$ cat src/hw/pcpd_regs.svh
// Timing and configuration constants for the PLL control model.
// Assumes a 100 MHz system clock; included by bare name.
`ifndef PCPD_REGS_SVH
`define PCPD_REGS_SVH

// Divider factor limits
`define PCPD_DIV_MIN        7'h01
`define PCPD_DIV_MAX        7'h40
// Clock period and lock time, both in nanoseconds
`define PCPD_CLK_PERIOD_NS  10
`define PCPD_LOCK_TIME_NS   20000
// Longest time, rounded down to whole cycles
`define PCPD_LOCK_CYCLES    ((`PCPD_LOCK_TIME_NS) / (`PCPD_CLK_PERIOD_NS))
// Phase delay step and span in picoseconds
`define PCPD_DELAY_STEP_PS  250
`define PCPD_DELAY_MAX_PS   3750
// Reset values
`define PCPD_DELAY_RST      5'h00
`define PCPD_PERIOD_RST     16'h0000

`endif

$ cat src/hw/pcpd_pkg.sv
// Types shared by the PLL control model.
// Assumes nothing beyond the constants header.
package pcpd_pkg;

  // Loop configuration driven by user core logic
  typedef struct packed {
    logic [6:0] fbDiv;        // Feedback factor, 1..64
    logic [6:0] outDiv;       // Output factor, 1..64
    logic [2:0] rangeCode;    // Output range code
    logic       lowBandFlag;  // High for low-band reference
    logic       feedbackSel;  // High selects external feedback
  } pcpd_cfg_t;

  // Decoded output band
  typedef enum logic [2:0] {
    BAND_400_1000,
    BAND_200_400,
    BAND_100_200,
    BAND_50_100,
    BAND_20_50
  } pcpd_band_t;

  // Lock sequencer
  typedef enum logic [1:0] {
    ST_OFF,
    ST_ACQUIRE,
    ST_LOCKED
  } pcpd_state_t;

endpackage

$ cat src/hw/pcpd_divider.sv
// Output divider: toggles its output every outDiv half-period ticks.
// Assumes ticks are one-cycle pulses on the same clock.
`timescale 1ns/1ns
`include "pcpd_regs.svh"
module pcpd_divider
  import pcpd_pkg::*;
#(
  parameter int W = 7
) (
  // Clock and reset
  input  wire logic         clk,
  input  wire logic         nrst,
  input  wire logic         ce,
  // Control
  input  wire logic         clear,
  input  wire logic         tick,
  input  wire logic [W-1:0] div,
  // Output
  output logic              dividedOut
);

  logic [W-1:0] cnt_q;     // Ticks since last toggle
  logic [W-1:0] cnt_d;
  logic         out_q;     // Divided clock level
  logic         out_d;

  // Next count and level
  always_comb begin
    cnt_d = cnt_q;
    out_d = out_q;
    if (clear) begin
      cnt_d = '0;
      out_d = 1'b0;
    end else if (tick) begin
      if (cnt_q >= div - W'(1)) begin
        cnt_d = '0;
        out_d = ~out_q;
      end else begin
        cnt_d = cnt_q + W'(1);
      end
    end
  end

  // Registers, frozen while ce is low
  always_ff @(posedge clk or negedge nrst) begin
    if (!nrst) begin
      cnt_q <= '0;
      out_q <= 1'b0;
    end else if (ce) begin
      cnt_q <= cnt_d;
      out_q <= out_d;
    end
  end

  assign dividedOut = out_q;

  // Toggle after exactly div ticks
  AST_DIV_TOGGLE: assert property (@(posedge clk) disable iff (!nrst)
    ce && !clear && tick && cnt_q == div - W'(1) |=> out_q != $past(out_q))
    else $error("divided output missed its toggle");

endmodule

$ cat src/hw/pcpd_top.sv
// PLL control model: dividers, lock sequencing, feedback mux, phase delay.
// Assumes configuration inputs come from logic on clk; refIn and
// externalFeedbackIn are pins and are synchronised here.
// Functional notes
// - Divider factors only 1 to 64
// - Output equals reference times i over j
// - Delay spans -3.75 to 3.75 ns, 250ps steps
// - Static delay frozen after configuration
// - Dynamic delay code follows port while running
// - Lock within 20 us of enable
// - Power enable active high, low shuts down
// - Select external or internal feedback, never both
// - Range code selects output frequency band
// - Low four code bits count 250ps steps
// - Code MSB sets sign, one is negative
// - Separate delay lines at feedback and reference
// - Divided output i/j, multiplied output times i
// - Lock output rises once loop locks
`timescale 1ns/1ns
`include "pcpd_regs.svh"
module pcpd_top
  import pcpd_pkg::*;
#(
  parameter int PW = 16                  // Reference period counter width
) (
  // Clock and reset
  input  wire logic        clk,
  input  wire logic        nrst,
  input  wire logic        ce,
  // Pins
  input  wire logic        refIn,
  input  wire logic        externalFeedbackIn,
  // Configuration from core logic
  input  wire logic        powerEnable,
  input  pcpd_cfg_t        cfg,
  input  wire logic        dynamicDelayMode,
  input  wire logic [4:0]  delayCode,
  // Clock outputs
  output logic             dividedOutput,
  output logic             multipliedOutput,
  output logic             feedbackToCore,
  // Status
  output logic             lockOut,
  output logic             cfgError,
  output pcpd_band_t       outputBand,
  output logic             lowBandMode,
  // Delay line settings in picoseconds
  output logic [11:0]      refDelayPs,
  output logic [11:0]      fbDelayPs,
  output logic signed [12:0] appliedDelayPs
);

  localparam int LOCK_CYCLES = `PCPD_LOCK_CYCLES;
  localparam logic [11:0] LOCK_LAST = 12'(LOCK_CYCLES - 1);

  // Divider factor legality
  function automatic logic divOk(input logic [6:0] f);
    return (f >= `PCPD_DIV_MIN) && (f <= `PCPD_DIV_MAX);
  endfunction

  // Step count to picoseconds
  function automatic logic [11:0] stepsToPs(input logic [3:0] s);
    return 12'(s) * 12'(`PCPD_DELAY_STEP_PS);
  endfunction

  // Range code decode, bit 0 low means top band
  function automatic pcpd_band_t bandOf(input logic [2:0] c);
    pcpd_band_t b;
    b = BAND_400_1000;
    if (c[0]) begin
      unique case (c[2:1])
        2'h0: b = BAND_200_400;
        2'h1: b = BAND_100_200;
        2'h2: b = BAND_50_100;
        2'h3: b = BAND_20_50;
      endcase
    end
    return b;
  endfunction

  // Pin synchronisers, first stages read only by second stages
  logic [1:0] refSync_q;           // Reference pin pipeline
  logic [1:0] fbSync_q;            // External feedback pipeline
  logic       refLast_q;           // Previous synced reference
  logic       cfgValid;            // Both factors legal
  logic       refEdge;             // Synced reference rising edge

  always_ff @(posedge clk or negedge nrst) begin
    if (!nrst) begin
      refSync_q <= 2'h0;
      fbSync_q  <= 2'h0;
      refLast_q <= 1'b0;
    end else if (ce) begin
      refSync_q <= {refSync_q[0], refIn};
      fbSync_q  <= {fbSync_q[0], externalFeedbackIn};
      refLast_q <= refSync_q[1];
    end
  end

  assign refEdge  = refSync_q[1] & ~refLast_q;
  assign cfgValid = divOk(cfg.fbDiv) && divOk(cfg.outDiv);

  // Loop state
  pcpd_state_t   state_q, state_d;     // Lock sequencer
  logic [11:0]   lockCnt_q, lockCnt_d; // Acquisition cycle count
  logic [PW-1:0] perCnt_q, perCnt_d;   // Cycles since reference edge
  logic [PW-1:0] period_q, period_d;   // Measured reference period
  logic          refSeen_q, refSeen_d; // A reference period is known
  logic [PW:0]   acc_q, acc_d;         // Oscillator phase accumulator
  logic          mult_q, mult_d;       // Multiplied clock level
  logic          fbSel_q, fbSel_d;     // Mux output to the core
  logic          fbLast_q, fbLast_d;   // Previous mux output
  logic          fbSeen_q, fbSeen_d;   // Feedback activity seen
  logic          tick;                 // Half-period tick
  logic          running;              // Oscillator allowed to run

  assign running = (state_q != ST_OFF) && refSeen_q;

  // Next loop state
  always_comb begin
    state_d   = state_q;
    lockCnt_d = lockCnt_q;
    perCnt_d  = perCnt_q;
    period_d  = period_q;
    refSeen_d = refSeen_q;
    acc_d     = acc_q;
    mult_d    = mult_q;
    tick      = 1'b0;
    // Mux picks exactly one feedback source
    fbSel_d   = cfg.feedbackSel ? fbSync_q[1] : mult_q;
    fbLast_d  = fbSel_q;
    fbSeen_d  = fbSeen_q | (fbSel_q ^ fbLast_q);
    // Reference period measurement
    if (refEdge) begin
      period_d  = perCnt_q + PW'(1);
      perCnt_d  = '0;
      refSeen_d = 1'b1;
    end else if (perCnt_q != '1) begin
      perCnt_d = perCnt_q + PW'(1);
    end
    // Oscillator: 2*i half periods per reference period
    if (running) begin
      acc_d = acc_q + (PW+1)'({cfg.fbDiv, 1'b0});
      if (acc_d >= {1'b0, period_q}) begin
        acc_d  = acc_d - {1'b0, period_q};
        tick   = 1'b1;
        mult_d = ~mult_q;
      end
    end
    // Lock sequencing
    unique case (state_q)
      ST_OFF: begin
        lockCnt_d = '0;
        if (powerEnable && cfgValid && refSeen_q) begin
          state_d = ST_ACQUIRE;
        end
      end
      ST_ACQUIRE: begin
        if (lockCnt_q < LOCK_LAST) begin
          lockCnt_d = lockCnt_q + 12'h001;
        end else if (fbSeen_q) begin
          state_d = ST_LOCKED;
        end
      end
      ST_LOCKED: begin
        lockCnt_d = lockCnt_q;
      end
    endcase
    // Shutdown wins, clears sequencer, count and oscillator for a fresh acquisition
    if (!powerEnable || !cfgValid) begin
      state_d   = ST_OFF;
      lockCnt_d = '0;
      acc_d     = '0;
      mult_d    = 1'b0;
      fbSeen_d  = 1'b0;
      tick      = 1'b0;
    end
  end

  // Loop registers
  always_ff @(posedge clk or negedge nrst) begin
    if (!nrst) begin
      state_q   <= ST_OFF;
      lockCnt_q <= '0;
      perCnt_q  <= '0;
      period_q  <= `PCPD_PERIOD_RST;
      refSeen_q <= 1'b0;
      acc_q     <= '0;
      mult_q    <= 1'b0;
      fbSel_q   <= 1'b0;
      fbLast_q  <= 1'b0;
      fbSeen_q  <= 1'b0;
    end else if (ce) begin
      state_q   <= state_d;
      lockCnt_q <= lockCnt_d;
      perCnt_q  <= perCnt_d;
      period_q  <= period_d;
      refSeen_q <= refSeen_d;
      acc_q     <= acc_d;
      mult_q    <= mult_d;
      fbSel_q   <= fbSel_d;
      fbLast_q  <= fbLast_d;
      fbSeen_q  <= fbSeen_d;
    end
  end

  // Output divider by j
  pcpd_divider #(.W(7)) uDiv (
    .clk        (clk),
    .nrst       (nrst),
    .ce         (ce),
    .clear      (!powerEnable || !cfgValid),
    .tick       (tick),
    .div        (cfg.outDiv),
    .dividedOut (dividedOutput)
  );

  assign multipliedOutput = mult_q;
  assign feedbackToCore   = fbSel_q;
  assign lockOut          = (state_q == ST_LOCKED);

  // Delay and status state
  logic [4:0]  heldCode_q, heldCode_d;   // Static code captured once
  logic        taken_q, taken_d;         // Static capture done
  logic [4:0]  useCode;                  // Code in force
  logic [11:0] refDly_q, refDly_d;       // Reference-side line
  logic [11:0] fbDly_q, fbDly_d;         // Feedback-side line
  logic signed [12:0] appl_q, appl_d;    // Signed applied delay
  logic        err_q, err_d;             // Illegal divider factor
  pcpd_band_t  band_q, band_d;           // Decoded band
  logic        low_q, low_d;             // Low-band mode held

  // Next delay and status values
  always_comb begin
    heldCode_d = heldCode_q;
    taken_d    = 1'b1;
    if (!taken_q) begin
      heldCode_d = delayCode;
    end
    useCode  = dynamicDelayMode ? delayCode : heldCode_d;
    refDly_d = 12'h000;
    fbDly_d  = 12'h000;
    // Lag at the reference input, lead via the feedback loop
    if (useCode[4]) begin
      fbDly_d = stepsToPs(useCode[3:0]);
      appl_d  = -$signed({1'b0, fbDly_d});
    end else begin
      refDly_d = stepsToPs(useCode[3:0]);
      appl_d   = $signed({1'b0, refDly_d});
    end
    err_d  = !cfgValid;
    band_d = bandOf(cfg.rangeCode);
    low_d  = cfg.lowBandFlag;
  end

  // Delay and status registers
  always_ff @(posedge clk or negedge nrst) begin
    if (!nrst) begin
      heldCode_q <= `PCPD_DELAY_RST;
      taken_q    <= 1'b0;
      refDly_q   <= 12'h000;
      fbDly_q    <= 12'h000;
      appl_q     <= 13'sh0000;
      err_q      <= 1'b0;
      band_q     <= BAND_400_1000;
      low_q      <= 1'b0;
    end else if (ce) begin
      heldCode_q <= heldCode_d;
      taken_q    <= taken_d;
      refDly_q   <= refDly_d;
      fbDly_q    <= fbDly_d;
      appl_q     <= appl_d;
      err_q      <= err_d;
      band_q     <= band_d;
      low_q      <= low_d;
    end
  end

  assign refDelayPs     = refDly_q;
  assign fbDelayPs      = fbDly_q;
  assign appliedDelayPs = appl_q;
  assign cfgError       = err_q;
  assign outputBand     = band_q;
  assign lowBandMode    = low_q;

  // Lock only with legal factors
  AST_LOCK_LEGAL: assert property (@(posedge clk) disable iff (!nrst)
    ce && !cfgValid |=> !lockOut)
    else $error("locked with illegal divider factor");
  // Disable shuts the loop down next cycle
  AST_SHUTDOWN: assert property (@(posedge clk) disable iff (!nrst)
    ce && !powerEnable |=> !lockOut && !multipliedOutput && lockCnt_q == 12'h000)
    else $error("loop still active while disabled");
  // Lock at the end of the count when feedback is active
  AST_LOCK_TIME: assert property (@(posedge clk) disable iff (!nrst)
    ce && state_q == ST_ACQUIRE && lockCnt_q == LOCK_LAST && fbSeen_q
      && powerEnable && cfgValid |=> lockOut)
    else $error("lock not reached in time");
  // Lock never rises early
  AST_NO_EARLY_LOCK: assert property (@(posedge clk) disable iff (!nrst)
    $rose(lockOut) |-> $past(lockCnt_q) == LOCK_LAST)
    else $error("lock rose before acquisition time");
  // Static delay stays put
  AST_STATIC_HOLD: assert property (@(posedge clk) disable iff (!nrst)
    taken_q && !dynamicDelayMode ##1 !dynamicDelayMode |-> $stable(appliedDelayPs))
    else $error("static delay changed");
  // Dynamic delay follows the port by the step size and sign
  AST_DYN_FOLLOW: assert property (@(posedge clk) disable iff (!nrst)
    ce && dynamicDelayMode |=> (refDelayPs | fbDelayPs)
      == 12'($past(delayCode[3:0])) * 12'd250
      && (appliedDelayPs < 0) == ($past(delayCode[4]) && $past(delayCode[3:0]) != 4'h0))
    else $error("dynamic delay mismatch");
  // One line active at a time, within span
  AST_DELAY_SPAN: assert property (@(posedge clk) disable iff (!nrst)
    (refDelayPs == 12'h000 || fbDelayPs == 12'h000)
      && appliedDelayPs <= 13'sd3750 && appliedDelayPs >= -13'sd3750)
    else $error("delay out of span");
  // Mux passes only the selected source
  AST_FB_MUX: assert property (@(posedge clk) disable iff (!nrst)
    ce |=> feedbackToCore == ($past(cfg.feedbackSel) ? $past(fbSync_q[1])
      : $past(mult_q)))
    else $error("feedback mux picked wrong source");

  // Relock timer, zero until lock drops, saturates at the top
  logic [12:0] relock_q, relock_d;       // Cycles since lock fell

  // Next relock count
  always_comb begin
    relock_d = relock_q;
    if (state_q == ST_LOCKED && state_d != ST_LOCKED) begin
      relock_d = 13'h0001;               // Lock drops at this edge
    end else if (relock_q != 13'h0000 && relock_q != 13'h1fff) begin
      relock_d = relock_q + 13'h0001;
    end
  end

  // Relock register, frozen while ce is low
  always_ff @(posedge clk or negedge nrst) begin
    if (!nrst) begin
      relock_q <= 13'h0000;
    end else if (ce) begin
      relock_q <= relock_d;
    end
  end

  // Main scenarios
  COV_LOCK: cover property (@(posedge clk) disable iff (!nrst) $rose(lockOut));
  COV_EXT_LOCK: cover property (@(posedge clk) disable iff (!nrst)
    lockOut && cfg.feedbackSel);
  COV_DYN_NEG: cover property (@(posedge clk) disable iff (!nrst)
    dynamicDelayMode && appliedDelayPs < 0);
  COV_RELOCK: cover property (@(posedge clk) disable iff (!nrst)
    $rose(lockOut) && relock_q != 13'h0000 && relock_q <= 13'd4000);

endmodule

$ cat config.mk
export PLATFORM = sky130hd
export DESIGN_NAME = pcpd_top
export DESIGN_NICKNAME = d
export VERILOG_FILES = /design/src/hw/pcpd_pkg.sv /design/src/hw/pcpd_divider.sv /design/src/hw/pcpd_top.sv
export VERILOG_INCLUDE_DIRS = /design/src /design/src/hw
export SDC_FILE = /design/constraint.sdc
export NUM_CORES = 1
export LEC_CHECK = 0
export BUFFER_PORTS_ARGS = -buffer_cell sky130_fd_sc_hd__buf_2
export CELL_PAD_IN_SITES_DETAIL_PLACEMENT = 0
export CELL_PAD_IN_SITES_GLOBAL_PLACEMENT = 1
export CORE_ASPECT_RATIO = 0.8
export CORE_MARGIN = 4
export CORE_UTILIZATION = 30
export DETAILED_ROUTE_END_ITERATION = 6
export PLACE_DENSITY_LB_ADDON = 0.1
export SETUP_SLACK_MARGIN = 0.05
export SKIP_CTS_REPAIR_TIMING = 1
export SLEW_MARGIN = 20
export SYNTH_ARGS = -nofsm -noshare
export SYNTH_HDL_FRONTEND = slang
export SYNTH_HIERARCHICAL = 1
export SYNTH_SLANG_ARGS = --single-unit
$ cat constraint.sdc
create_clock -name clk -period 4.3 [get_ports clk]
set_input_delay 0 -clock clk [delete_from_list [all_inputs] [get_ports clk]]
set_output_delay 0 -clock clk [all_outputs]
set_load 0.005 [all_outputs]
## After elaboration in Yosys (flattened, before gate mapping)

Index checks and enable logic that the tools add are counted.

| word-level totals | value |
|---|---|
| logic and storage cells | 115 |
| flip-flop bits (word level) | 129 |

| operators by class | value |
|---|---|
| reduce and logical (&&, ||, !) cells | 26 |
| add/subtract/negate cells | 7 |
| equal/unequal tests | 11 |
| multiplexer cells | 34 |
| bitwise operators | 6 |
| multipliers | 1 |
| order comparisons | 7 |

Operators with widths:

| cell | count |
|---|---|
| $mux 17 | 3 |
| $mux 12 | 4 |
| $mux 16 | 2 |
| $pmux 12 s2 | 1 |
| $mux 7 | 3 |
| $add 17x8->17 | 1 |
| $ge 17x16->1 | 1 |
| $sub 17x16->17 | 1 |
| $add 16x1->16 const B | 1 |
| $ne 16x16->1 const B | 1 |
| $ge 7x1->1 const B | 2 |
| $le 7x7->1 const B | 2 |
| $mux 13 | 1 |
| $neg 12->13 | 1 |
| $add 12x1->12 const B | 1 |
| $lt 12x11->1 const B | 1 |
| $ne 3x2->1 const B | 4 |
| $pmux 3 s4 | 1 |
| $reduce_bool 2->1 | 6 |
| $mul 4x7->11 const B | 1 |
| $mux 1 | 11 |
| $mux 5 | 2 |
| $reduce_and 3->1 | 3 |
| $mux 2 | 4 |
| other kinds (19) | 34 |

## Logic depth before layout (Yosys ltp)

| logic depth | value |
|---|---|
| word-level depth | 8 |
| depth in mapped cells | 20 |

## Hierarchy

The synthesis kept the hierarchy.

Modules (own cells, without submodules):

| module | area an instance (um^2) | cells an instance | times used |
|---|---|---|---|
| pcpd_top | 7534.7 | 812 | 1 |
| pcpd_divider | 670.6 | 71 | 1 |

## Least setup slack after synthesis

No wires, ideal clock.

| path | value |
|---|---|
| kind | register to register |
| from | register taken_q |
| to | register appl_q[11] (netlist: appliedDelayPs[11]) |
| path slack | -0.092 ns |
| arrival time | 4.255 ns |
| path buffers | 1 |
| data required time | 4.163 ns |
| stages on the path, launching flop included | 17 |
| cells stage by stage | dfrtp_1 nor2b_1 clkbuf_1 mux2i_1 inv_1 fa_1 inv_1 fa_1 inv_1 ha_1 nor2b_1 o31a_1 or4_1 o311a_1 a41o_1 xnor2_1 a21oi_1 |

| between the ends | value |
|---|---|
| longest elaborated chain between the ends | 5 |

Ends and longest elaborated chain:

| element | RTL line | RTL |
|---|---|---|
| start: declaration | pcpd_top.sv:224 | `logic taken_q, taken_d;` |
| start signal: assignment | pcpd_top.sv:269 | `taken_q <= taken_d;` |
| $mux 5 * | pcpd_top.sv:237 | `if (!taken_q) begin` |
| $mux 5 * | pcpd_top.sv:240 | `useCode = dynamicDelayMode ? delayCode : heldCode_d;` |
| $mul 4x7->11 | pcpd_top.sv:63 | `` return 12'(s) * 12'(`PCPD_DELAY_STEP_PS); `` |
| $neg 12->13 | pcpd_top.sv:246 | `appl_d = -$signed({1'b0, fbDly_d});` |
| $mux 13 * | pcpd_top.sv:244 | `if (useCode[4]) begin` |
| end signal: assignment | pcpd_top.sv:272 | `appl_q <= appl_d;` |
| end: declaration | pcpd_top.sv:228 | `logic signed [12:0] appl_q, appl_d;` |

Mark *: on every way between the ends. The rest lies on a longest branch, timed or not.
A chain may end at the register's enable or synchronous reset.

## Worst setup path after layout

| path | value |
|---|---|
| from | register acc_q[1] |
| to | register uDiv.cnt_q[3] |

| between the ends | value |
|---|---|
| longest elaborated chain between the ends | 7 |

Ends and longest elaborated chain:

| element | RTL line | RTL |
|---|---|---|
| start: declaration | pcpd_top.sv:109 | `logic [PW:0] acc_q, acc_d;` |
| start signal: assignment | pcpd_top.sv:188 | `acc_q <= '0;` |
| start signal: assignment | pcpd_top.sv:199 | `acc_q <= acc_d;` |
| $add 17x8->17 | pcpd_top.sv:143 | `acc_d = acc_q + (PW+1)'({cfg.fbDiv, 1'b0});` |
| $ge 17x16->1 | pcpd_top.sv:144 | `if (acc_d >= {1'b0, period_q}) begin` |
| $mux 1 | pcpd_top.sv:144 |  |
| $mux 1 | pcpd_top.sv:142 | `if (running) begin` |
| $mux 1 | pcpd_top.sv:170 | `if (!powerEnable \|\| !cfgValid) begin` |
| named net tick | pcpd_top.sv:114 | `logic tick;` |
| $reduce_bool 2->1 (no line) | -- |  |
| $reduce_and 2->1 (no line) | -- |  |
| end signal: assignment | pcpd_divider.sv:50 | `cnt_q <= cnt_d;` |
| end: declaration | pcpd_divider.sv:22 | `logic [W-1:0] cnt_q;` |

The timed path passes the listed nets, and every way through them passes these cells.

==> flow_summary.json <==
{
  "ys_ff_latch": 126,
  "synth_cell_types": 79,
  "path_cells": "ha_2 > inv_2 > fa_2 > nor2b_2 > o31a_1 > o211ai_1 > buf_4 > a21oi_2 > xor2_1 > ha_1 > nand2_2 > nor3b_4 > o2bb2ai_2 > a21oi_2 > o21ai_2 > nor2_4 > nor3b_2 > buf_4 > o21ai_4 > or3_4 > a21oi_2 > a21o_1",
  "crit_top_cell": "a21oi_2",
  "initial_utilization": 0.309,
  "worst_ir_drop_vdd_mv": 0.265,
  "diodes": 0,
  "dieArea_mm2": 0.0301,
  "swShare": 0.348,
  "p_leak_uw": 0.00456,
  "core-area_mm2": 0.0266,
  "drc": 0,
  "first_pass_iters": 4,
  "antenna_found_initial": 0,
  "violations": "hold timing",
  "combPwrFrac": 0.324,
  "ys.warnings.count": 6,
  "final_nets": 1098,
  "whs_path_depth": 2,
  "portBuffers": 73,
  "worstReg2RegStart": "acc_q[1]",
  "hold_violations": 1,
  "cts_buffer_depth": 2,
  "std_cell_rows": 53,
  "crit_path_start_kind": "flip-flop",
  "layout-drive-gt1-share": 0.238,
  "endpoint_kind": "flip-flop",
  "grt_pass1_wl_um": 36000,
  "clock_skew_ns": 0.0103,
  "hold_path.class": "input port to flip-flop",
  "async_reset_ff_frac": 1.00,
  "p_int_uw": 2870,
  "status": "complete, but fails checks",
  "grt_max_degree": 91,
  "place_area_mm2": 0.00909,
  "via_count": 6632,
  "seqPwrFrac": 0.335,
  "synth-edff-count": 0,
  "finalCritPeriodShare": 0.954,
  "crit_arrival_ns": 4.47,
  "die_h_um": 156,
  "wl_per_cell_um": 16.1,
  "tightest_slew_ns": 0.885,
  "p_per_area_mw_per_mm2": 432,
  "clock_latency_ns": 0.43,
  "clock_power_share": 0.341,
  "first_iter_violations": 301,
  "hpwl_um": 16200,
  "ys_seq_area_frac": 0.384,
  "r2r_slack_ns": 0.20,
  "crit_start": "acc_q[1]",
  "io_pins": 77,
  "setup_viol_count_final": 0,
  "gr-total-overflow": 0,
  "track_usage": 0.151,
  "clock-sinks": 126,
  "relSlewSlack": 0.410,
  "grt_pass1_vias": 6437,
  "layout-area-overhead-vs-synth_pct": 24.2,
  "fmax_ghz": 0.244,
  "max_stage_delay_ns": 0.39,
  "path_class": "flip-flop to flip-flop",
  "cts_tree": "yes",
  "report.final.slew_viol_count": 0,
  "postRouteAntennaNets": 0,
  "wl_um": 22100,
  "syn_area_per_cell_um2": 9.29,
  "syn_inst": 883,
  "htree_levels": 4,
  "cap_violations": 0,
  "reg2reg_depth": 22,
  "clock-root-buffer": "clkbuf_16",
  "p_sw_uw": 1530,
  "cp-endpoint": "uDiv/cnt_q[3]",
  "hp-start": "ce",
  "die_w_um": 193,
  "whs_ns": -0.00934,
  "ys.flop_type": "dfrtp_1",
  "min_period_ns": 4.10,
  "syn-cell-area_mm2": 0.00821,
  "cts_buffers": 17,
  "crit_required_ns": 4.67,
  "worst_path_max_delay_cell": "dfrtp_1",
  "stdcell_area_mm2": 0.0102,
  "globalplace.congestion": 0.789,
  "critPathMaxFanout": 5,
  "tns_ns": 0,
  "routed_via_density": 4.82,
  "clkTransAtPathRegs_ns": 0.07,
  "reg2reg_to": "uDiv/cnt_q[3]",
  "rsz0062_at_grt": "true"
}
[worst max-delay path: cells and delay by family (launching register included)]
kind / cells / cell delay (ns)
AOI/OAI and AO/OA: 9 / 1.25
xor gates and xnor gates: 1 / 0.22
adders and majority gates: 3 / 0.79
buffers and inverters: 3 / 0.38
DFF: 1 / 0.39
and+or+nand+nor: 6 / 1.04
[worst min-delay path by stage]
stage                     slack (ns)              end
after CTS                      -0.31    outputBand[0]
after floorplan                -0.30         acc_q[0]
final                         -0.009         fbSeen_q
after global routing            0.01    outputBand[0]
after global placement          0.16  uDiv/dividedOut
after detailed placement        0.15    outputBand[0]
[placed cells by master, fill, tap and decap left out, drive strengths merged, types with 7 or more instances in the layout]
master       instances
mux2                21
o21ai               70
o22ai               18
xnor2               44
nand2b              12
o21a                10
nor3                15
dfrtp              126
nor2                74
o31ai               12
nand2               75
o211ai              16
a21oi               48
nand4               10
inv                 82
ha                  53
and3                 9
fa                   9
clkbuf              17
xor2                22
mux2i                7
nand3               19
a21o                10
dlygate4sd3         12
nor2b                7
buf                126
[layout make-up]
| type | instances | area (µm²) |
|---|---|---|
| inverters | 74 | 278 |
| flip-flops and latches | 126 | 3150 |
| multi-input cells | 648 | 4820 |
| well taps | 357 | 447 |
| fillers | 2712 | 16400 |
| clock buffers | 17 | 425 |
| clock inverters | 15 | 175 |
| repair buffers | 138 | 896 |
[logic make-up (layout without fill, tap and decap cells)]
logic type,Yosys count,in the layout,synth area share
AND/OR/NAND/NOR,250,250,0.151
adder cells (fa/ha/maj),62,62,0.103
XOR/XNOR,66,66,0.0704
AO/OA/AOI/OAI,239,239,0.197
multiplexers,28,28,0.0378
buffers and inverters,111,244,0.0561
flip-flops,126,126,0.384
other,1,3,0.000457
[synthesized netlist by cell type, drive strengths merged, types with 4 or more instances]
| master | instances | area share |
|---|---|---|
| nand2 | 75 | 0.034 |
| a21o | 10 | 0.0091 |
| nand3 | 19 | 0.015 |
| o211ai | 16 | 0.016 |
| mux2 | 21 | 0.029 |
| a211oi | 5 | 0.0058 |
| fa | 9 | 0.022 |
| and2 | 6 | 0.0046 |
| nor2b | 7 | 0.0053 |
| inv | 74 | 0.034 |
| o21ai | 70 | 0.047 |
| nand2b | 12 | 0.0091 |
| mux2i | 7 | 0.0085 |
| buf | 16 | 0.013 |
| a22o | 4 | 0.0043 |
| o21a | 10 | 0.0091 |
| o31ai | 12 | 0.012 |
| xor2 | 22 | 0.023 |
| nor3 | 15 | 0.0098 |
| nand4 | 10 | 0.0076 |
| a31oi | 4 | 0.0038 |
| and3 | 9 | 0.0069 |
| or3 | 5 | 0.0038 |
| dfrtp | 126 | 0.38 |
| clkbuf | 21 | 0.0096 |
| a41oi | 4 | 0.0043 |
| ha | 53 | 0.081 |
| o41ai | 6 | 0.0064 |
| a21oi | 48 | 0.029 |
| xnor2 | 44 | 0.047 |
| nor2 | 74 | 0.035 |
| o22ai | 18 | 0.014 |
| nor3b | 5 | 0.0046 |
[state kept, by name (all words and copies together) (netlist names), 2 cells and up]
signal / count
acc_q: 17
appliedDelayPs: 12
fbDelayPs: 11
fbSync_q: 2
heldCode_q: 5
lockCnt_q: 12
outputBand: 3
perCnt_q: 16
period_q: 16
refDelayPs: 11
refSync_q: 2
state_q: 2
uDiv/cnt_q: 7
[through the flow]
stage | hold WS (ns) | util | worst slack [ns] | instances | total power, µW
after floorplan | -0.296 | - | 0.109 | 885 | 2340
after global placement | 0.163 | 0.342 | 0.0250 | 1309 | 2870
after detailed placement | 0.153 | 0.342 | -0.0129 | 1309 | 2850
after CTS | -0.313 | 0.364 | -0.0420 | 1341 | 4390
after global routing | 0.0108 | 0.383 | -0.0554 | 1375 | 4690
final | -0.00934 | 0.383 | 0.199 | 1375 | 4400
[layer usage]
metal / vias up / part of all wire / track usage
met3: 13 / 0.035 / 0.0309
li1: 3358 / - / -
met4: 0 / 0.0082 / 0.0364
met1: 3177 / 0.54 / 0.236
met2: 84 / 0.42 / 0.211
met5: - / 0 / 0
[power by group through the flow]
stage / registers, µW / logic, µW / clock network (µW)
3_3_place_gp: 1500 / 1370 / 0
4_1_cts: 1480 / 1370 / 1550
3_5_place_dp: 1500 / 1360 / 0
2_1_floorplan: 1470 / 870 / 0
6_report: 1470 / 1430 / 1500
5_1_grt: 1500 / 1600 / 1600
Note: power is estimated with default switching activity, not from simulation.
